## src/shared/pdmmic_defines.svh

```systemverilog
`ifndef PDMMIC_DEFINES_SVH
`define PDMMIC_DEFINES_SVH

// system clock rate
`define PDMMIC_CLK_KHZ 25000
// band edges of the host clock
`define PDMMIC_SLEEP_KHZ 200
`define PDMMIC_LP_KHZ 400
`define PDMMIC_HQ_KHZ 1200
// settling and sleep entry times
`define PDMMIC_SLEEP_TIME_US 1000
`define PDMMIC_SETTLE_TIME_US 7000
// least delay from clock edge to driving the line
`define PDMMIC_OUT_EN_NS 30
`define PDMMIC_OUT_EN_CYC ((`PDMMIC_OUT_EN_NS * `PDMMIC_CLK_KHZ + 999999) / 1000000)
// host clock period limits, in system cycles
`define PDMMIC_SLEEP_PER (`PDMMIC_CLK_KHZ / `PDMMIC_SLEEP_KHZ)
`define PDMMIC_LP_PER (`PDMMIC_CLK_KHZ / `PDMMIC_LP_KHZ)
`define PDMMIC_HQ_PER (`PDMMIC_CLK_KHZ / `PDMMIC_HQ_KHZ)
`define PDMMIC_PER_W 8
// long counts, in system cycles
`define PDMMIC_SLEEP_CYC (`PDMMIC_SLEEP_TIME_US * `PDMMIC_CLK_KHZ / 1000)
`define PDMMIC_SETTLE_CYC (`PDMMIC_SETTLE_TIME_US * `PDMMIC_CLK_KHZ / 1000)
// data path shape
`define PDMMIC_SAMPLE_W 16
`define PDMMIC_FIFO_DEPTH 8
`define PDMMIC_MOD_ORDER 4
`define PDMMIC_MOD_SHIFT 2
`define PDMMIC_ACC_GUARD 4
// cycles the strap synchroniser needs before capture
`define PDMMIC_STRAP_WAIT 2'h2

`endif

```

## src/shared/pdmmic_pkg.sv

```systemverilog
package pdmmic_pkg;

  // operating mode of the microphone
  typedef enum logic [1:0] {
    PDMMIC_MODE_SLEEP,
    PDMMIC_MODE_LP,
    PDMMIC_MODE_HQ
  } pdmmic_mode_t;

  // band the measured host clock falls in
  typedef enum logic [1:0] {
    PDMMIC_BAND_SLEEP,
    PDMMIC_BAND_LP,
    PDMMIC_BAND_HQ,
    PDMMIC_BAND_NONE
  } pdmmic_band_t;

endpackage

```

## src/logic/pdmmic_top.sv

```systemverilog
`timescale 1ns/1ps
`include "pdmmic_defines.svh"
module pdmmic_top #(
  parameter int SAMPLE_W = `PDMMIC_SAMPLE_W,
  parameter int FIFO_DEPTH = `PDMMIC_FIFO_DEPTH,
  parameter int SLEEP_CYC = `PDMMIC_SLEEP_CYC,
  parameter int SETTLE_CYC = `PDMMIC_SETTLE_CYC
) (
  input wire logic CLK_I,
  input wire logic SRST_I,
  input wire logic PDM_CLK_I,
  input wire logic SLOT_SEL_I,
  input wire logic [SAMPLE_W-1:0] AUDIO_DATA_I,
  input wire logic AUDIO_VALID_I,
  output logic AUDIO_READY_O,
  output logic PDM_DATA_O,
  output logic PDM_DATA_OE_O,
  output pdmmic_pkg::pdmmic_mode_t MODE_O,
  output logic SETTLED_O,
  output logic LEFT_SLOT_O
);
  // accumulators carry guard bits above the sample width
  localparam int ACC_W = SAMPLE_W + `PDMMIC_ACC_GUARD;
  localparam int ORDER = `PDMMIC_MOD_ORDER;
  localparam int SLP_W = $clog2(SLEEP_CYC);
  localparam int SET_W = $clog2(SETTLE_CYC);
  localparam logic [SLP_W-1:0] SLEEP_LAST = SLP_W'(SLEEP_CYC - 1);
  localparam logic [SET_W-1:0] SETTLE_LAST = SET_W'(SETTLE_CYC - 1);
  localparam logic [`PDMMIC_PER_W-1:0] SLEEP_PER = `PDMMIC_PER_W'(`PDMMIC_SLEEP_PER);
  localparam logic [`PDMMIC_PER_W-1:0] LP_PER = `PDMMIC_PER_W'(`PDMMIC_LP_PER);
  localparam logic [`PDMMIC_PER_W-1:0] HQ_PER = `PDMMIC_PER_W'(`PDMMIC_HQ_PER);
  localparam logic [`PDMMIC_PER_W-1:0] PER_SAT = `PDMMIC_PER_W'(`PDMMIC_SLEEP_PER + 1);
  // feedback levels equal the sample full scale
  localparam logic signed [ACC_W-1:0] FB_POS = ACC_W'({1'b0, {(SAMPLE_W-1){1'b1}}});
  localparam logic signed [ACC_W-1:0] FB_NEG = -FB_POS;

  ////////////////////////////////////////////////////////////////////////////
  // declarations
  logic link_sync1_reg; // first stage, host clock
  logic link_sync2_reg; // second stage, host clock
  logic link_prev_reg; // delayed copy for edge finding
  logic link_rise; // host clock rising edge seen
  logic link_fall; // host clock falling edge seen
  logic sel_sync1_reg; // first stage, strap
  logic sel_sync2_reg; // second stage, strap
  logic [1:0] strap_wait_reg; // lets the strap synchroniser fill
  logic strap_done_reg; // strap captured
  logic strap_left_reg; // high selects the left slot
  logic [`PDMMIC_PER_W-1:0] per_cnt_reg; // cycles since last rise
  logic [`PDMMIC_PER_W-1:0] period_reg; // last measured period
  logic per_slow; // clock too slow or stopped
  pdmmic_pkg::pdmmic_band_t band; // measured band
  pdmmic_pkg::pdmmic_mode_t mode_reg; // current mode
  pdmmic_pkg::pdmmic_mode_t mode_next;
  logic [SLP_W-1:0] sleep_cnt_reg; // time spent in sleep band
  logic [SLP_W-1:0] sleep_cnt_next;
  logic [SET_W-1:0] settle_cnt_reg; // time since last mode change
  logic [SET_W-1:0] settle_cnt_next;
  logic settled_reg; // output has settled
  logic settled_next;
  logic mode_change; // mode moves this cycle
  logic can_drive; // allowed to use the line
  logic slot_start; // own half period begins
  logic slot_stop; // own half period ends
  logic oe_reg; // line driven
  logic oe_next;
  logic data_reg; // bit on the line
  logic data_next;
  logic step; // modulator advances one bit
  logic [SAMPLE_W-1:0] fifo_data; // head of the sample queue
  logic fifo_valid; // queue holds a sample
  logic signed [SAMPLE_W-1:0] x_reg; // sample being modulated
  logic signed [ACC_W-1:0] acc_reg [ORDER]; // integrator chain
  logic signed [ACC_W-1:0] acc_next [ORDER];
  logic signed [ACC_W-1:0] fb; // quantiser feedback level
  logic mod_bit; // quantiser output

  ////////////////////////////////////////////////////////////////////////////
  // saturating integrator step, shared by every stage
  function automatic logic signed [ACC_W-1:0] integ(input logic signed [ACC_W-1:0] acc,
                                                    input logic signed [ACC_W-1:0] in_v,
                                                    input logic signed [ACC_W-1:0] fb_v);
    logic signed [ACC_W+1:0] sum;
    logic [2:0] top;
    sum = (ACC_W+2)'(acc) + (((ACC_W+2)'(in_v) - (ACC_W+2)'(fb_v)) >>> `PDMMIC_MOD_SHIFT);
    top = sum[ACC_W+1:ACC_W-1];
    // clamping keeps a high order loop from wrapping into a limit cycle
    if (top == 3'h0 || top == 3'h7) begin
      integ = sum[ACC_W-1:0];
    end else if (sum[ACC_W+1]) begin
      integ = {1'b1, {(ACC_W-1){1'b0}}};
    end else begin
      integ = {1'b0, {(ACC_W-1){1'b1}}};
    end
  endfunction

  ////////////////////////////////////////////////////////////////////////////
  // pin synchronisers; only the second stage is looked at
  always_ff @(posedge CLK_I) begin
    if (SRST_I) begin
      link_sync1_reg <= 1'b0;
      link_sync2_reg <= 1'b0;
      link_prev_reg <= 1'b0;
      sel_sync1_reg <= 1'b0;
      sel_sync2_reg <= 1'b0;
    end else begin
      link_sync1_reg <= PDM_CLK_I;
      link_sync2_reg <= link_sync1_reg;
      link_prev_reg <= link_sync2_reg;
      sel_sync1_reg <= SLOT_SEL_I;
      sel_sync2_reg <= sel_sync1_reg;
    end
  end

  // edges of the host clock
  assign link_rise = link_sync2_reg && !link_prev_reg;
  assign link_fall = !link_sync2_reg && link_prev_reg;

  ////////////////////////////////////////////////////////////////////////////
  // strap capture, once after reset release
  always_ff @(posedge CLK_I) begin
    if (SRST_I) begin
      strap_wait_reg <= 2'h0;
      strap_done_reg <= 1'b0;
      strap_left_reg <= 1'b0;
    end else if (!strap_done_reg) begin
      strap_wait_reg <= strap_wait_reg + 2'h1;
      if (strap_wait_reg == `PDMMIC_STRAP_WAIT) begin
        strap_done_reg <= 1'b1;
        strap_left_reg <= sel_sync2_reg;
      end
    end
  end

  ////////////////////////////////////////////////////////////////////////////
  // period measurement, rise to rise
  always_ff @(posedge CLK_I) begin
    if (SRST_I) begin
      per_cnt_reg <= PER_SAT;
      period_reg <= PER_SAT;
    end else if (link_rise) begin
      period_reg <= per_cnt_reg;
      per_cnt_reg <= `PDMMIC_PER_W'(1);
    end else if (per_cnt_reg != PER_SAT) begin
      per_cnt_reg <= per_cnt_reg + `PDMMIC_PER_W'(1);
    end
  end

  // band; between 200 and 400 kHz no band, mode holds
  assign per_slow = (per_cnt_reg > SLEEP_PER) || (period_reg > SLEEP_PER);
  assign band = per_slow ? pdmmic_pkg::PDMMIC_BAND_SLEEP :
                (period_reg <= HQ_PER) ? pdmmic_pkg::PDMMIC_BAND_HQ :
                (period_reg <= LP_PER) ? pdmmic_pkg::PDMMIC_BAND_LP :
                pdmmic_pkg::PDMMIC_BAND_NONE;

  ////////////////////////////////////////////////////////////////////////////
  // mode state machine
  always_comb begin
    mode_next = mode_reg;
    sleep_cnt_next = '0;
    case (mode_reg)
      pdmmic_pkg::PDMMIC_MODE_SLEEP: begin
        if (band == pdmmic_pkg::PDMMIC_BAND_HQ) begin
          mode_next = pdmmic_pkg::PDMMIC_MODE_HQ;
        end else if (band == pdmmic_pkg::PDMMIC_BAND_LP) begin
          mode_next = pdmmic_pkg::PDMMIC_MODE_LP;
        end
      end
      pdmmic_pkg::PDMMIC_MODE_LP, pdmmic_pkg::PDMMIC_MODE_HQ: begin
        if (band == pdmmic_pkg::PDMMIC_BAND_SLEEP) begin
          // slow clock must persist for the whole sleep time
          sleep_cnt_next = sleep_cnt_reg + SLP_W'(1);
          if (sleep_cnt_reg == SLEEP_LAST) begin
            mode_next = pdmmic_pkg::PDMMIC_MODE_SLEEP;
            sleep_cnt_next = '0;
          end
        end else if (band == pdmmic_pkg::PDMMIC_BAND_HQ) begin
          mode_next = pdmmic_pkg::PDMMIC_MODE_HQ;
        end else if (band == pdmmic_pkg::PDMMIC_BAND_LP) begin
          mode_next = pdmmic_pkg::PDMMIC_MODE_LP;
        end
      end
      default: begin
        mode_next = pdmmic_pkg::PDMMIC_MODE_SLEEP;
      end
    endcase
  end

  // settling timer restarts at every mode change
  assign mode_change = (mode_next != mode_reg);
  assign settle_cnt_next = (mode_change || mode_reg == pdmmic_pkg::PDMMIC_MODE_SLEEP) ? '0 :
                           (settle_cnt_reg == SETTLE_LAST) ? settle_cnt_reg :
                           settle_cnt_reg + SET_W'(1);
  assign settled_next = !mode_change && (mode_reg != pdmmic_pkg::PDMMIC_MODE_SLEEP) &&
                        (settle_cnt_reg == SETTLE_LAST);

  // mode registers
  always_ff @(posedge CLK_I) begin
    if (SRST_I) begin
      mode_reg <= pdmmic_pkg::PDMMIC_MODE_SLEEP;
      sleep_cnt_reg <= '0;
      settle_cnt_reg <= '0;
      settled_reg <= 1'b0;
    end else begin
      mode_reg <= mode_next;
      sleep_cnt_reg <= sleep_cnt_next;
      settle_cnt_reg <= settle_cnt_next;
      settled_reg <= settled_next;
    end
  end

  ////////////////////////////////////////////////////////////////////////////
  // sample queue; asleep nothing pops, so it stalls the source once full
  pdmmic_fifo #(
    .W(SAMPLE_W),
    .DEPTH(FIFO_DEPTH)
  ) u_fifo (
    .clk_i(CLK_I),
    .srst_i(SRST_I),
    .in_data_i(AUDIO_DATA_I),
    .in_valid_i(AUDIO_VALID_I),
    .in_ready_o(AUDIO_READY_O),
    .out_data_o(fifo_data),
    .out_valid_o(fifo_valid),
    .out_ready_i(step)
  );

  ////////////////////////////////////////////////////////////////////////////
  // slot timing; right slot opens on fall, left on rise
  assign can_drive = strap_done_reg && (mode_reg != pdmmic_pkg::PDMMIC_MODE_SLEEP);
  assign slot_start = strap_left_reg ? link_rise : link_fall;
  assign slot_stop = strap_left_reg ? link_fall : link_rise;
  assign step = can_drive && slot_start;

  // line driver; sync latency already exceeds the least enable delay
  always_comb begin
    oe_next = oe_reg;
    data_next = data_reg;
    if (!can_drive || slot_stop) begin
      oe_next = 1'b0;
    end else if (slot_start) begin
      oe_next = 1'b1;
      data_next = mod_bit;
    end
  end

  // driver registers
  always_ff @(posedge CLK_I) begin
    if (SRST_I) begin
      oe_reg <= 1'b0;
      data_reg <= 1'b0;
    end else begin
      oe_reg <= oe_next;
      data_reg <= data_next;
    end
  end

  ////////////////////////////////////////////////////////////////////////////
  // modulator; positive feedback for a one, so full scale gives all ones
  assign mod_bit = !acc_reg[ORDER-1][ACC_W-1];
  assign fb = mod_bit ? FB_POS : FB_NEG;

  // integrator chain
  always_comb begin
    acc_next[0] = integ(acc_reg[0], ACC_W'(x_reg), fb);
    for (int k = 1; k < ORDER; k++) begin
      acc_next[k] = integ(acc_reg[k], acc_reg[k-1], fb);
    end
  end

  // modulator state; an empty queue repeats the last sample
  always_ff @(posedge CLK_I) begin
    if (SRST_I) begin
      x_reg <= '0;
      for (int k = 0; k < ORDER; k++) begin
        acc_reg[k] <= '0;
      end
    end else if (step) begin
      if (fifo_valid) begin
        x_reg <= fifo_data;
      end
      for (int k = 0; k < ORDER; k++) begin
        acc_reg[k] <= acc_next[k];
      end
    end
  end

  // outputs straight from registers
  assign PDM_DATA_O = data_reg;
  assign PDM_DATA_OE_O = oe_reg;
  assign MODE_O = mode_reg;
  assign SETTLED_O = settled_reg;
  assign LEFT_SLOT_O = strap_left_reg;
endmodule

```

## src/logic/pdmmic_fifo.sv

```systemverilog
`timescale 1ns/1ps
module pdmmic_fifo #(
  parameter int W = 16,
  parameter int DEPTH = 8
) (
  input wire logic clk_i,
  input wire logic srst_i,
  input wire logic [W-1:0] in_data_i,
  input wire logic in_valid_i,
  output logic in_ready_o,
  output logic [W-1:0] out_data_o,
  output logic out_valid_o,
  input wire logic out_ready_i
);
  // depth must be a power of two: pointers wrap by overflow
  localparam int AW = $clog2(DEPTH);

  logic [W-1:0] mem [DEPTH]; // storage words
  logic [AW:0] wr_ptr_reg; // write pointer, extra wrap bit
  logic [AW:0] rd_ptr_reg; // read pointer, extra wrap bit
  logic full; // all words in use
  logic empty; // nothing stored
  logic push; // word accepted
  logic pop; // word handed out

  assign full = (wr_ptr_reg[AW] != rd_ptr_reg[AW]) && (wr_ptr_reg[AW-1:0] == rd_ptr_reg[AW-1:0]);
  assign empty = (wr_ptr_reg == rd_ptr_reg);
  assign push = in_valid_i && !full;
  assign pop = out_ready_i && !empty;
  assign in_ready_o = !full;
  assign out_valid_o = !empty;
  assign out_data_o = mem[rd_ptr_reg[AW-1:0]];

  ////////////////////////////////////////////////////////////////////////////
  // storage write, no reset needed on data
  always_ff @(posedge clk_i) begin
    if (push) begin
      mem[wr_ptr_reg[AW-1:0]] <= in_data_i;
    end
  end

  // pointer update
  always_ff @(posedge clk_i) begin
    if (srst_i) begin
      wr_ptr_reg <= '0;
      rd_ptr_reg <= '0;
    end else begin
      if (push) begin
        wr_ptr_reg <= wr_ptr_reg + (AW+1)'(1);
      end
      if (pop) begin
        rd_ptr_reg <= rd_ptr_reg + (AW+1)'(1);
      end
    end
  end
endmodule

```

## config.mk

```make
export PLATFORM = sky130hd
export DESIGN_NAME = pdmmic_top
export DESIGN_NICKNAME = d
export VERILOG_FILES = /design/src/shared/pdmmic_pkg.sv /design/src/logic/pdmmic_top.sv /design/src/logic/pdmmic_fifo.sv
export VERILOG_INCLUDE_DIRS = /design/src /design/src/shared
export SDC_FILE = /design/constraint.sdc
export NUM_CORES = 1
export LEC_CHECK = 0
export ABC_CLOCK_PERIOD_IN_PS = 7000
export BUFFER_PORTS_ARGS = -buffer_cell sky130_fd_sc_hd__clkbuf_2
export CAP_MARGIN = 20
export CORE_MARGIN = 2
export CORE_UTILIZATION = 30
export DETAILED_ROUTE_END_ITERATION = 10
export SLEW_MARGIN = 20
export SYNTH_ARGS = -nofsm -noshare
export SYNTH_HDL_FRONTEND = slang
export SYNTH_HIERARCHICAL = 1
export SYNTH_SLANG_ARGS = --single-unit
```

## constraint.sdc

```tcl
create_clock -name CLK_I -period 7 [get_ports CLK_I]
set_input_delay 0.35 -clock CLK_I [delete_from_list [all_inputs] [get_ports CLK_I]]
set_output_delay 0.35 -clock CLK_I [all_outputs]
set_load 0.05 [all_outputs]
```

Yosys cells after proc, flatten, opt, wreduce, memory -nomap -nowiden --
Memory sizes are Yosys's and may differ from the RTL's. A register that Yosys moved wholly into a read port is not among the register bits. Index checks and enable logic that the tools add are counted.
Storage, ports and cells: bits of input ports 21, memories kept 2, output and inout bits 7, bits in registers 71, bits in writable memories 208
Memories:
- u_fifo.mem | words 8, width 16, read ports 1, clocked after memory_dff 1, write ports 1, line pdmmic_fifo.sv:18 | logic [W-1:0] mem [DEPTH];
- acc_reg | words 4, width 20, read ports 4, clocked after memory_dff 0, write ports 4, line pdmmic_top.sv:73 | logic signed [ACC_W-1:0] acc_reg [ORDER];
Operators by class: reductions and logical operators 39, multiplexer cells 34, add/sub/neg operators 14, $lt $le $gt $ge 4, bitwise operators 9, equality and inequality tests 16
Operator list (number):
- 2-to-1 mux 20 bit | 13
- adder 20 x 19 -> 21 bit | 4
- subtractor 20 x 20 -> 21 bit | 3
- subtractor 16 x 20 -> 21 bit | 1
- adder 18 x 1 -> 18 bit (second input constant) | 1
- == test 18 bit (second input constant) | 1
- > comparator 8 x 7 -> 1 bit (second input constant) | 2
- adder 15 x 1 -> 15 bit (second input constant) | 1
- == test 15 bit (second input constant) | 1
- 2-to-1 mux 2 bit | 7
- 2-to-1 mux 7 bit | 2
- == test 3 bit (second input constant) | 4
- zero test 3 bit | 4
- 2-to-1 mux 1 bit | 11
- logical AND 1 bit | 9
- adder 4 x 1 -> 4 bit (second input constant) | 2
- adder 8 x 1 -> 8 bit (second input constant) | 1
- less-or-equal comparator 8 x 5 -> 1 bit (second input constant) | 1
- less-or-equal comparator 8 x 6 -> 1 bit (second input constant) | 1
- inequality test 8 x 7 -> 1 bit (second input constant) | 1
- OR reduction 2 bit | 4
- zero test 1 bit | 7
- logical OR 1 bit | 7
- == test 2 bit (second input constant) | 3
- 13 further kinds | 25

Depth between registers and ports, before layout --
Gate-level depths: netlist of run 1.
depth after elaboration 13, mapped depth 20, gate-level depth less buffers 18

By module --
The synthesis of run 1 kept the hierarchy.
Modules (own cells, without submodules):
- pdmmic_top | area each 12872.3 um^2, seq. area each 3983.8 um^2, cells each 1444, instances 1
- pdmmic_fifo | area each 5561.6 um^2, seq. area each 4063.9 um^2, cells each 270, instances 1

Worst setup path after synthesis of run 1 --
Ideal clock, no wire load.
path type register to register, from memory acc_reg[3][19] in the netlist's numbering, to memory acc_reg[0][12] in the netlist's numbering (data pin), arrival 5.721 ns, period minus slack after synthesis 5.975 ns, buffers on the path 1, setup time 0.254 ns, stages on the path, launching flop included 20, path slack 1.025 ns, cell sequence edfxtp_1 ha_1 a21o_1 a21oi_1 o21ai_0 o31ai_1 nor2_1 a2111oi_0 o21bai_1 o21ai_0 ha_1 a21oi_1 o21ai_0 a31oi_1 o31ai_1 or3_1 a2111oi_2 a311oi_2 buf_2 a21o_1
RTL lines (line):
- from (decl) | pdmmic_top.sv:73

==> results by group, run 1 <==
Status
  • Status: finished, final reports clean

Flow run
  • Max Cap Violations: 0

Critical path
  • Critical path class: reg2reg
  • Worst setup EP type: flop
  • R2R Setup Slk: 1.15 ns
  • Crit-path max FO: 44
  • Reg2reg start: acc_reg[3][19]$_SDFFCE_PN0P_
  • Worst Reg2Reg Path Length in Cells: 19
  • CP required: 7.30 ns
  • Data arrival, critical path: 6.15 ns
  • End of the worst register-to-register path: acc_reg[0][11]$_SDFFCE_PN0P_
  • Startpoint Class: flop

Die
  • # rows: 90
  • Chip Width: 252 µm
  • Area of the core: 0.0606 mm²
  • Ports: 28
  • Die height: 252 µm
  • Starting Density: 0.304
  • Die ar.: 0.0634 mm²

Global routing
  • GRT Resource Usage Total: 0.123
  • Met1 usage: 0.150
  • GR Util met2: 0.221
  • GRT busiest layer: met2
  • First-pass GRT wire length: 64200 µm
  • Gr ovfl total: 0
  • Vias in the first global route: 13192
  • Met3 GRT Util: 0.0228
  • Antenna violations before repair: 0
  • Largest net degree at the start of global routing: 81

STA
  • Final TNS setup: 0 ns
  • Final min period: 5.85 ns
  • RSZ-0062 raised after global routing: no
  • Actual slew at the worst max-slew pin: 1.05 ns
  • Final hold violations: 0
  • Slew Limit Fails: 0
  • Final setup vio count: 0
  • Rel. slew slack: 0.299
  • Slack of the critical path: 1.15 ns
  • Max frequency: 0.171 GHz
  • Tcrit/Tclk final: 0.836
  • Clock Skews: 0.0374 ns

Power and ir drop
  • Int Pwr: 3.35 mW
  • Clock power share: 0.392
  • Lkg Pwr: 8.31 nW
  • Power Dens Cells: 224 mW/mm²
  • P_sw: 1.32 mW
  • Switching portion of total power: 0.282
  • Combinational power share: 0.177
  • Flop pwr share: 0.431
  • Maximum vdd drop: 278 µV

CTS
  • Htree depth: 2
  • # resized after CTS: 0
  • Clk buf depth: 3
  • CTS tree: done
  • CTS root buf: clkbuf_16
  • Clk slew on worst S/H paths: 0.07 ns
  • CTS Buf Count: 36
  • Clk sink count: 298
  • Clk Latency, worst-skew pair: 0.58 ns
  • Hold_buf cts: 2
  • # Post-CTS Setup Buffers: 0

Final layout
  • Area Growth Syn to Fin: 12.9%
  • Final Util: 0.343
  • Max FFs per register: 128
  • Nets: 1955
  • Layout cell share with drive strength beyond 1: 0.110
  • Ant diodes: 0
  • Fillers: 5944
  • Fin area: 0.0208 mm²

Detailed routing
  • Vias: 12943
  • WL/cell: 15.1 µm
  • Routed vias/inst: 5.04
  • Remaining DRCs: 0
  • Initial DRC Count: 730
  • WL final: 38800 µm
  • DRT Pass-1 Iters: 5
  • Post-route ant nets: 0

Place
  • Placed wire-length estimate: 27300 µm
  • Placement Cell Area: 0.0196 mm²
  • Port Buf Inserts: 27
  • Pre-CTS WS: 0.976 ns
  • GP Congestion: 0.849

Logic synthesis
  • Count leader, synth: edfxtp_1
  • Yosys reg bits: 298
  • Post-synth EDFFs: 208
  • Synth area leaders: edfxtp_1, ha_1, dfxtp_1, xnor2_1, mux4_2
  • Yosys cell types: 82
  • Post-synthesis net count: 1910
  • Post-synth top area cell: edfxtp_1
  • Seq/Total Area, Yosys: 0.437
  • Mapped Area: 0.0184 mm²
  • Post-synth ARST share: 0
  • YS warnings: 6
  • Synth cell count leaders: edfxtp_1, ha_1, nor2_1
  • Syn avg cell area: 10.8 µm²
  • Gate Count Post-Synth: 1714
  • Top FF cell, synth: edfxtp_1
  • Synth top area share: 0.339

Min path
  • Hold WC Path Type: in2reg
  • Hold_sp: AUDIO_DATA_I[6]
  • Cell depth of the worst hold path: 1
  • Hold Path Sink: u_fifo/mem[5][6]$_DFFE_PP_
## metrics by stage
stage	hold slack (ns)	cells	total power, mW
finish	0.0419	2569	4.67
global placement	0.433	2500	2.84
global route	0.0412	2569	4.92
CTS	0.00910	2568	4.73
floorplan	0.414	1714	2.67
detailed placement	0.424	2500	2.86
## layout by cell type, fill, tap and decap left out, types with 6 or more instances in the layout
cell / synthesis / layout
clkbuf_2: 0 / 27
clkbuf_1: 27 / 9
a21oi_1: 131 / 131
nor4_1: 7 / 6
o21bai_1: 16 / 16
buf_4: 0 / 19
a21o_2: 7 / 7
mux4_2: 32 / 32
nand2_1: 101 / 101
clkinv_1: 0 / 6
a21o_1: 80 / 80
nand4_1: 16 / 16
and3_1: 19 / 19
nor2b_1: 36 / 36
edfxtp_1: 208 / 208
xnor2_1: 93 / 93
nor2_1: 142 / 141
or3_1: 20 / 20
a41oi_1: 7 / 7
mux2_2: 22 / 22
nand2b_1: 19 / 19
nor3_1: 35 / 33
o211ai_1: 11 / 11
mux2i_1: 9 / 9
clkbuf_16: 0 / 36
o21ai_0: 91 / 91
a211o_1: 6 / 6
a211oi_1: 18 / 18
dfxtp_1: 90 / 89
a31oi_1: 11 / 11
xor2_1: 61 / 61
nand3_1: 46 / 46
inv_1: 42 / 42
ha_1: 171 / 171
o21a_1: 22 / 22
## worst max-delay path by stage
| stage | startpoint | to | slack, ns |
|---|---|---|---|
| floorplan | acc_reg[3][19]$_SDFFCE_PN0P_ | acc_reg[0][12]$_SDFFCE_PN0P_ | 1.03 |
| global placement | acc_reg[3][19]$_SDFFCE_PN0P_ | acc_reg[0][11]$_SDFFCE_PN0P_ | 1.11 |
| detailed placement | acc_reg[3][19]$_SDFFCE_PN0P_ | acc_reg[0][0]$_SDFFCE_PN0P_ | 0.98 |
| CTS | acc_reg[3][19]$_SDFFCE_PN0P_ | acc_reg[0][0]$_SDFFCE_PN0P_ | 0.96 |
| global route | acc_reg[3][19]$_SDFFCE_PN0P_ | acc_reg[0][1]$_SDFFCE_PN0P_ | 0.63 |
| finish | acc_reg[3][19]$_SDFFCE_PN0P_ | acc_reg[0][11]$_SDFFCE_PN0P_ | 1.15 |
## power by group through the flow
| stage | registers (mW) | logic, mW | clock network, mW |
|---|---|---|---|
| after floorplan | 2.03 | 0.641 | 0 |
| after global placement | 2.04 | 0.794 | 0 |
| after detailed placement | 2.05 | 0.812 | 0 |
| after CTS | 2.01 | 0.823 | 1.89 |
| after global routing | 2.02 | 0.929 | 1.97 |
| final | 2.01 | 0.825 | 1.83 |
## metal layers
layer | routed length [µm] | share of wire | vias up
li1 | - | - | 6546
met4 | 735 | 0.019 | 0
met2 | 19200 | 0.50 | 147
met3 | 1420 | 0.037 | 54
met5 | 0 | 0 | -
met1 | 17400 | 0.45 | 6196
## area by class of cell
cell class / instances / area [µm²] / share of cell area
clock buffers: 46 / 948 / 0.0456
clock inverters: 20 / 229 / 0.0110
inverters: 42 / 158 / 0.00758
multi-input cells: 1331 / 10100 / 0.486
flip-flops and latches: 298 / 8050 / 0.387
well taps: 782 / 978 / 0.0470
repair buffers: 50 / 338 / 0.0162
## cell families after synthesis
logic type	share of synthesized area
XOR/XNOR	0.0741
flip-flops	0.437
buffers and inverters	0.0189
AND/OR/NAND/NOR	0.129
multiplexers	0.0586
AO/OA/AOI/OAI	0.163
adder cells (fa/ha/maj)	0.120
## critical path, cell delays in order (launching register included)
cell and delay, ns:
edfxtp_1 0.43, buf_12 0.21, ha_1 0.37, a21o_1 0.19
a21oi_1 0.18, o21ai_0 0.14, o31ai_1 0.44, nor2_1 0.10
a2111oi_0 0.69, o21bai_1 0.27, o21ai_0 0.22, ha_1 0.32
a21oi_1 0.17, o21ai_0 0.15, a31oi_1 0.20, o31ai_1 0.14
or3_1 0.41, a2111oi_2 0.43, a311oi_4 0.19, a31o_2 0.31
Power figures use the tool's default switching activity.
==> inputs of run 2 (changes only) <==
--- a/config.mk
+++ b/config.mk
@@ -6,7 +6,8 @@
 export SDC_FILE = /design/constraint.sdc
 export NUM_CORES = 1
 export LEC_CHECK = 0
-export ABC_CLOCK_PERIOD_IN_PS = 7000
+export ABC_AREA = 1
+export ABC_CLOCK_PERIOD_IN_PS = 5000
 export BUFFER_PORTS_ARGS = -buffer_cell sky130_fd_sc_hd__clkbuf_2
 export CAP_MARGIN = 20
 export CORE_MARGIN = 2
==> constraint.sdc (replaced) <==
create_clock -name CLK_I -period 5 [get_ports CLK_I]
set_input_delay 0.25 -clock CLK_I [delete_from_list [all_inputs] [get_ports CLK_I]]
set_output_delay 0.25 -clock CLK_I [all_outputs]
set_load 0.05 [all_outputs]
==> results by group, run 2 <==
STA
  • RSZ-0062 raised after global routing: no
  • Final setup vio count: 0 (unchanged)
  • Slew Limit Fails: 0 (unchanged)
  • Final min period: 4.52 ns (-1.33 ns)
  • Clock Skews: 0.0320 ns (-0.00542 ns)
  • Tcrit/Tclk final: 0.904 (+0.0676)
  • Final hold violations: 0 (unchanged)
  • WHS: 0.111 ns (+0.0688 ns)
  • Actual slew at the worst max-slew pin: 1.06 ns (+0.0102 ns)
  • Final TNS setup: 0 ns (unchanged)
  • Rel. slew slack: 0.293 (-0.00611)
  • Slack of the critical path: 0.481 ns (-0.666 ns)
  • Max frequency: 0.221 GHz (+30%)

Critical path
  • Critical path class: reg2reg
  • Critical-path cell list: buf_4 > ha_1 > nand2_1 > o21ai_0 > a21oi_1 > o21ai_0 > nand3_1 > nand2_1 > xor2_1 > ha_1 > a21oi_1 > o21ai_0 > a31oi_1 > nand3_1 > nand2_1 > nand2_1 > nand2_2 > nand2_1 > nor2_1
  • CP Launch Point: acc_reg[3][19]$_SDFFCE_PN0P_
  • Crit-path max FO: 17 (-61%)
  • Cell mode on critical path: nand2_1
  • Data arrival, critical path: 4.92 ns (-1.23 ns)
  • End of the worst register-to-register path: acc_reg[3][0]$_SDFFCE_PN0P_
  • R2R Setup Slk: 0.48 ns (-0.67 ns)
  • Worst Reg2Reg Path Length in Cells: 19 (unchanged)
  • Max stage delay on crit path: 0.51 ns (-0.18 ns)
  • Worst setup EP type: flop
  • CP required: 5.40 ns (-1.90 ns)
  • Buf/Inv on CP: 1 (unchanged)
  • Family with the most delay on the worst path: compound AO/OA/AOI/OAI gates
  • Reg2reg start: acc_reg[3][19]$_SDFFCE_PN0P_
  • Startpoint Class: flop
  • CP max stage cell: o21ai_0

Die
  • Ports: 28 (unchanged)
  • # rows: 96 (+6.7%)
  • Area of the core: 0.0685 mm² (+13%)
  • Die height: 267 µm (+5.9%)
  • Die ar.: 0.0712 mm² (+12%)
  • Chip Width: 267 µm (+5.9%)
  • Starting Density: 0.303 (-0.00164)

Flow run
  • Max Cap Violations: 0 (unchanged)

Place
  • Port Buf Inserts: 27 (unchanged)
  • Placed wire-length estimate: 36800 µm (+35%)
  • Pre-CTS WS: 0.522 ns (-0.454 ns)
  • GP Congestion: 0.901 (+6.1%)

Detailed routing
  • Vias: 17340 (+34%)
  • WL/cell: 14.2 µm (-5.6%)
  • Initial DRC Count: 1021 (+40%)
  • WL final: 50900 µm (+31%)
  • Routed vias/inst: 4.86 (-3.6%)
  • Remaining DRCs: 0 (unchanged)
  • Post-route ant nets: 0 (unchanged)
  • DRT Pass-1 Iters: 5 (unchanged)

CTS
  • CTS tree: done
  • CTS Buf Count: 37 (+2.8%)
  • Clk Latency, worst-skew pair: 0.57 ns (about the same)
  • # Post-CTS Setup Buffers: 0 (unchanged)
  • Clk slew on worst S/H paths: 0.06 ns (about the same)
  • Clk buf depth: 3 (unchanged)
  • Htree depth: 2 (unchanged)
  • Hold_buf cts: 18 (+16)
  • # resized after CTS: 0 (unchanged)
  • CTS root buf: clkbuf_16
  • Clk sink count: 298 (unchanged)

Global routing
  • Antenna violations before repair: 0 (unchanged)
  • First-pass GRT wire length: 83200 µm (+30%)
  • Vias in the first global route: 16454 (+25%)
  • Gr ovfl total: 0 (unchanged)
  • Largest net degree at the start of global routing: 65 (-20%)
  • GRT Resource Usage Total: 0.142 (+0.0186)

Final layout
  • Nets: 2857 (+46%)
  • Commonest cells after routing, fill and taps aside: nand2_1, nor2_1, a21oi_1, inv_1, edfxtp_1
  • Area Growth Syn to Fin: 12.0%
  • Ant diodes: 0 (unchanged)
  • Layout cell share with drive strength beyond 1: 0.0655 (-0.0448)
  • Commonest non-fill, non-tap cell in the layout: nand2_1
  • Max FFs per register: 128 (unchanged)
  • Fillers: 7203 (+21%)

Status
  • Status: finished, final reports clean

Logic synthesis
  • Post-synth EDFFs: 208 (unchanged)
  • Top FF cell, synth: edfxtp_1
  • Syn avg cell area: 7.93 µm² (-26%)
  • Post-synth top area cell: edfxtp_1
  • Post-synthesis net count: 2810 (+47%)
  • Yosys reg bits: 298 (unchanged)
  • Yosys cell types: 51 (-38%)
  • Synth cell count leaders: nand2_1, nor2_1, a21oi_1
  • YS warnings: 6 (unchanged)
  • Count leader, synth: nand2_1
  • Synth top area share: 0.301 (-0.0374)
  • Seq/Total Area, Yosys: 0.388 (-0.0482)
  • Post-synth ARST share: 0 (unchanged)
  • Gate Count Post-Synth: 2614 (+53%)
  • Synth area leaders: edfxtp_1, ha_1, nand2_1, dfxtp_1, nor2_1
  • Mapped Area: 0.0207 mm² (+12%)

Min path
  • Hold_sp: AUDIO_VALID_I
  • Hold Path Sink: u_fifo/wr_ptr_reg[1]$_SDFFE_PP0P_
  • Hold WC Path Type: in2reg
  • Cell depth of the worst hold path: 3 (+2)

Power and ir drop
  • Maximum vdd drop: 276 µV (-0.57%)
  • Lkg Pwr: 10.1 nW (+22%)
  • Power Dens Cells: 298 mW/mm² (+33%)
## run 2: worst max path at each step
stage / end / slack, ns / depth (start not counted)
after floorplan: acc_reg[2][8]$_SDFFCE_PN0P_ / 0.04 / 21
after global placement: acc_reg[2][18]$_SDFFCE_PN0P_ / 0.54 / 22
after detailed placement: acc_reg[0][2]$_SDFFCE_PN0P_ / 0.52 / 19
after CTS: acc_reg[0][2]$_SDFFCE_PN0P_ / 0.49 / 19
after global routing: acc_reg[0][6]$_SDFFCE_PN0P_ / 0.04 / 19
final: acc_reg[3][0]$_SDFFCE_PN0P_ / 0.48 / 19
## run 2: layer usage
layer / share of wire / wire length [µm] / vias up / track usage
li1: - / - / 9064 / -
met1: 0.48 / 24300 / 7916 / 0.190
met2: 0.47 / 23700 / 305 / 0.242
met3: 0.041 / 2080 / 55 / 0.0200
met4: 0.016 / 822 / 0 / 0.0328
met5: 0 / 0 / - / 0
## run 2: layout make-up
type                            instances  area (µm²)  area share
Multi-Input combinational cell       2031       11500       0.496
Sequential cell                       298        8050       0.347
Tap cell                              882        1100      0.0476
Clock buffer                           47         993      0.0428
Inverter                              230         865      0.0373
Timing Repair Buffer                   63         474      0.0204
Clock inverter                         19         210     0.00906
## run 2: worst min-delay path: stages
cell      delay (ns)
clkbuf_2        0.18
a21oi_1         0.09
nor2_1          0.09
## run 2: kinds of logic after synthesis
kind of cell,after synthesis,synth area share
AND/OR/NAND/NOR,1192,0.250
AO/OA/AOI/OAI,516,0.134
flip-flops,298,0.388
buffers and inverters,285,0.0577
adder cells (fa/ha/maj),175,0.107
XOR/XNOR,147,0.0621
multiplexers,1,0.000483
## run 2: report_power, final
part | switching (mW) | leakage (nW) | internal [mW]
Clock | 1.12 | 0.591 | 1.54
Sequential | 0.0736 | 2.72 | 2.73
Combinational | 0.967 | 6.79 | 0.491
Total | 2.16 | 10.1 | 4.76
## run 2: per-stage QoR
stage	cell area, µm²	power [mW]	utilization	cells
4_1_cts	23200	6.97	0.339	3569
3_3_place_gp	21800	4.29	0.318	3484
6_report	23200	6.91	0.339	3570
5_1_grt	23200	7.27	0.339	3570
2_1_floorplan	20700	3.95	-	2614
3_5_place_dp	21800	4.29	0.318	3485
==> inputs of run 3 (changes only) <==
--- a/config.mk
+++ b/config.mk
@@ -16,5 +16,4 @@
 export SLEW_MARGIN = 20
 export SYNTH_ARGS = -nofsm -noshare
 export SYNTH_HDL_FRONTEND = slang
-export SYNTH_HIERARCHICAL = 1
 export SYNTH_SLANG_ARGS = --single-unit
==> results by group, run 3 <==
Power and ir drop
  • Int Pwr: 4.86 mW (+2.2%)
  • Clock power share: 0.385 (about the same)
  • P_sw: 2.18 mW (+1.1%)
  • Combinational power share: 0.220 (+0.009)
  • Maximum vdd drop: 286 µV (+3.4%)
  • Power Dens Cells: 305 mW/mm² (+2.3%)
  • Flop pwr share: 0.395 (-0.010)
  • Switching portion of total power: 0.310 (-0.00223)
  • Lkg Pwr: 9.91 nW (-1.9%)

Critical path
  • Worst setup EP type: flop
  • R2R Setup Slk: 0.46 ns (-0.02 ns)
  • CP Launch Point: acc_reg[3][19]$_SDFFCE_PN0P_
  • Reg2reg start: acc_reg[3][19]$_SDFFCE_PN0P_
  • Data arrival, critical path: 4.84 ns (-0.08 ns)
  • CP required: 5.30 ns (-0.10 ns)
  • End point of the critical path: acc_reg[1][1]$_SDFFCE_PN0P_
  • Crit-path max FO: 39 (+22)
  • Critical path class: reg2reg
  • Worst Reg2Reg Path Length in Cells: 22 (+3)
  • Startpoint Class: flop
  • End of the worst register-to-register path: acc_reg[1][1]$_SDFFCE_PN0P_

Logic synthesis
  • Post-synth ARST share: 0 (unchanged)
  • Synth top area share: 0.304 (+0.00292)
  • Post-synthesis net count: 2715 (-3.4%)
  • Syn avg cell area: 8.15 µm² (+2.8%)
  • YS warnings: 0 (-6)
  • Seq/Total Area, Yosys: 0.389 (+0.000839)
  • Top FF cell, synth: edfxtp_1
  • Post-synth EDFFs: 208 (unchanged)
  • Synth cell count leaders: nand2_1, nor2_1, edfxtp_1
  • Yosys cell types: 54 (+5.9%)
  • Yosys reg bits: 295 (-1.0%)
  • Synth area leaders: edfxtp_1, ha_1, nand2_1, dfxtp_1, a21oi_1
  • Post-synth top area cell: edfxtp_1
  • Count leader, synth: nand2_1
  • Mapped Area: 0.0205 mm² (-0.96%)
  • Gate Count Post-Synth: 2519 (-3.6%)

Global routing
  • Vias in the first global route: 16357 (-0.59%)
  • Largest net degree at the start of global routing: 68 (+4.6%)
  • Antenna violations before repair: 0 (unchanged)
  • Gr ovfl total: 0 (unchanged)
  • GRT Resource Usage Total: 0.146 (+0.00448)
  • First-pass GRT wire length: 84400 µm (+1.4%)

Status
  • Status: finished, final reports clean

Final layout
  • Ant diodes: 0 (unchanged)
  • Fillers: 6991 (-2.9%)
  • Max FFs per register: 128 (unchanged)
  • Area Growth Syn to Fin: 12.6%
  • Layout Cells excl Fill: 3470 (-2.8%)
  • Layout cell share with drive strength beyond 1: 0.0832 (+0.0177)
  • Nets: 2766 (-3.2%)
  • Final Util: 0.343 (+0.00389)
  • Commonest non-fill, non-tap cell in the layout: nand2_1
  • Commonest cells after routing, fill and taps aside: nand2_1, nor2_1, edfxtp_1, a21oi_1, inv_1

CTS
  • Htree depth: 2 (unchanged)
  • CTS Buf Count: 35 (-5.4%)
  • # Post-CTS Setup Buffers: 0 (unchanged)
  • CTS root buf: clkbuf_16
  • CTS tree: done
  • Clk Latency, worst-skew pair: 0.56 ns (about the same)
  • Clk sink count: 295 (-1.0%)
  • Clk slew on worst S/H paths: 0.06 ns (about the same)
  • Clk buf depth: 3 (unchanged)

Place
  • GP Congestion: 0.938 (+4.2%)
  • Placed wire-length estimate: 38300 µm (+4.2%)
  • DP Cell Count: 3387 (-2.8%)
  • Port Buf Inserts: 27 (unchanged)

Die
  • Die height: 266 µm (-0.47%)
  • Ports: 28 (unchanged)
  • Area of the core: 0.0674 mm² (-1.6%)
  • Starting Density: 0.304 (+0.00185)
  • Die ar.: 0.0705 mm² (-0.95%)
  • # rows: 95 (-1.0%)
  • Chip Width: 266 µm (-0.47%)

STA
  • Final hold violations: 0 (unchanged)
  • WHS: 0.0940 ns (-0.0168 ns)
  • Rel. slew slack: 0.489 (+0.196)
  • Final setup vio count: 0 (unchanged)
  • Clock Skews: 0.0190 ns (-0.0130 ns)
  • Slew Limit Fails: 0 (unchanged)
  • Actual slew at the worst max-slew pin: 0.764 ns (-0.295 ns)
  • RSZ-0062 raised after global routing: no
  • Max frequency: 0.220 GHz (-0.42%)
  • Tcrit/Tclk final: 0.908 (+0.00382)
  • Final min period: 4.54 ns (+0.0191 ns)

Detailed routing
  • Routed vias/inst: 4.93 (+1.5%)
  • Vias: 17107 (-1.3%)
  • WL final: 52300 µm (+2.8%)
  • WL/cell: 15.1 µm (+5.8%)
  • Initial DRC Count: 884 (-13%)
  • Remaining DRCs: 0 (unchanged)
  • Post-route ant nets: 0 (unchanged)
  • DRT Pass-1 Iters: 5 (unchanged)

Min path
  • Hold_sp: SRST_I
  • Hold WC Path Type: in2reg

Flow run
  • Max Cap Violations: 0 (unchanged)
-- run 3: changes by cell type after synthesis, moves of 25 or more --
cell | before | now
nor2_1 | 299 | 274
nand2_1 | 555 | 499
o22ai_1 | 0 | 32
o21ai_0 | 156 | 191
nand3_1 | 188 | 158
o21ai_1 | 56 | 7
-- run 3: per-stage QoR --
stage	setup TNS [ns]	area, µm²	worst slack, ns	power [mW]
after floorplan	-0.0284	20500	-0.00318	4.00
after global placement	0	21700	0.543	4.36
after detailed placement	0	21700	0.448	4.35
after CTS	0	23100	0.447	7.11
after global routing	0	23100	0.0186	7.41
final	0	23100	0.462	7.04
-- run 3: critical path, cell delays in order, from the launching register on --
cell	delay, ns
edfxtp_1	0.42
buf_6	0.24
ha_1	0.42
nand2_1	0.15
nor3_1	0.30
a21oi_1	0.19
o21ai_0	0.31
nand2_1	0.11
nand3_1	0.13
nand2_1	0.08
nand3_1	0.07
nand2_1	0.07
ha_1	0.37
nand2_2	0.10
inv_2	0.05
nand2_1	0.06
nor3_2	0.14
nand4_1	0.13
nand3_2	0.17
xor2_1	0.21
nand2_2	0.31
nand2_1	0.19
nor2_1	0.07
-- run 3: layout make-up --
cell class | count | area (µm²) | area share
timing repair buffer | 66 | 479 | 0.0207
clock buffer | 50 | 1050 | 0.0453
clock inverter | 14 | 191 | 0.00829
tap | 873 | 1090 | 0.0473
inverter | 223 | 838 | 0.0363
multi-input combinational | 1949 | 11500 | 0.496
sequential | 295 | 7990 | 0.346
-- run 3: layer usage --
layer  wire length [µm]  track usage  vias to the layer above
li1                   -            -                     8806
met1              24100        0.187                     7909
met2              24800        0.253                      301
met3               2100       0.0240                       91
met4               1330       0.0417                        0
met5                  0            0                        -
-- run 3: worst min path at each step --
stage | to | cells past startpoint | slack (ns)
finish | per_cnt_reg[0]$_SDFFE_PP0P_ | 2 | 0.09
detailed placement | link_sync2_reg$_SDFF_PP0_ | 2 | 0.39
global placement | link_sync2_reg$_SDFF_PP0_ | 2 | 0.39
global route | sel_sync2_reg$_SDFF_PP0_ | 2 | 0.12
floorplan | per_cnt_reg[7]$_SDFFE_PP0P_ | 1 | 0.33
CTS | per_cnt_reg[0]$_SDFFE_PP0P_ | 2 | 0.08
-- run 3: logic make-up (layout without fill, tap and decap cells) --
logic type	after synthesis	after routing	share of synthesized area
AND/OR/NAND/NOR	1099	1099	0.242
AO/OA/AOI/OAI	519	519	0.138
flip-flops	295	295	0.389
buffers and inverters	275	353	0.0540
adder cells (fa/ha/maj)	175	175	0.108
XOR/XNOR	155	155	0.0680
multiplexers	1	1	0.000488
-- run 3: what timing repair did --
item                                   in CTS  in global routing
resized for setup                           0                  1
hold buffers                               19                  0
endpoints found under the hold margin     131                  0
setup endpoints to repair                   0                 10
-- run 3: power groups by stage --
stage                     registers [mW]  logic [mW]  clock network, mW
final                               2.78        1.55               2.71
after global routing                2.79        1.74               2.88
after CTS                           2.78        1.55               2.79
after detailed placement            2.83        1.52                  0
after global placement              2.83        1.53                  0
after floorplan                     2.82        1.18                  0
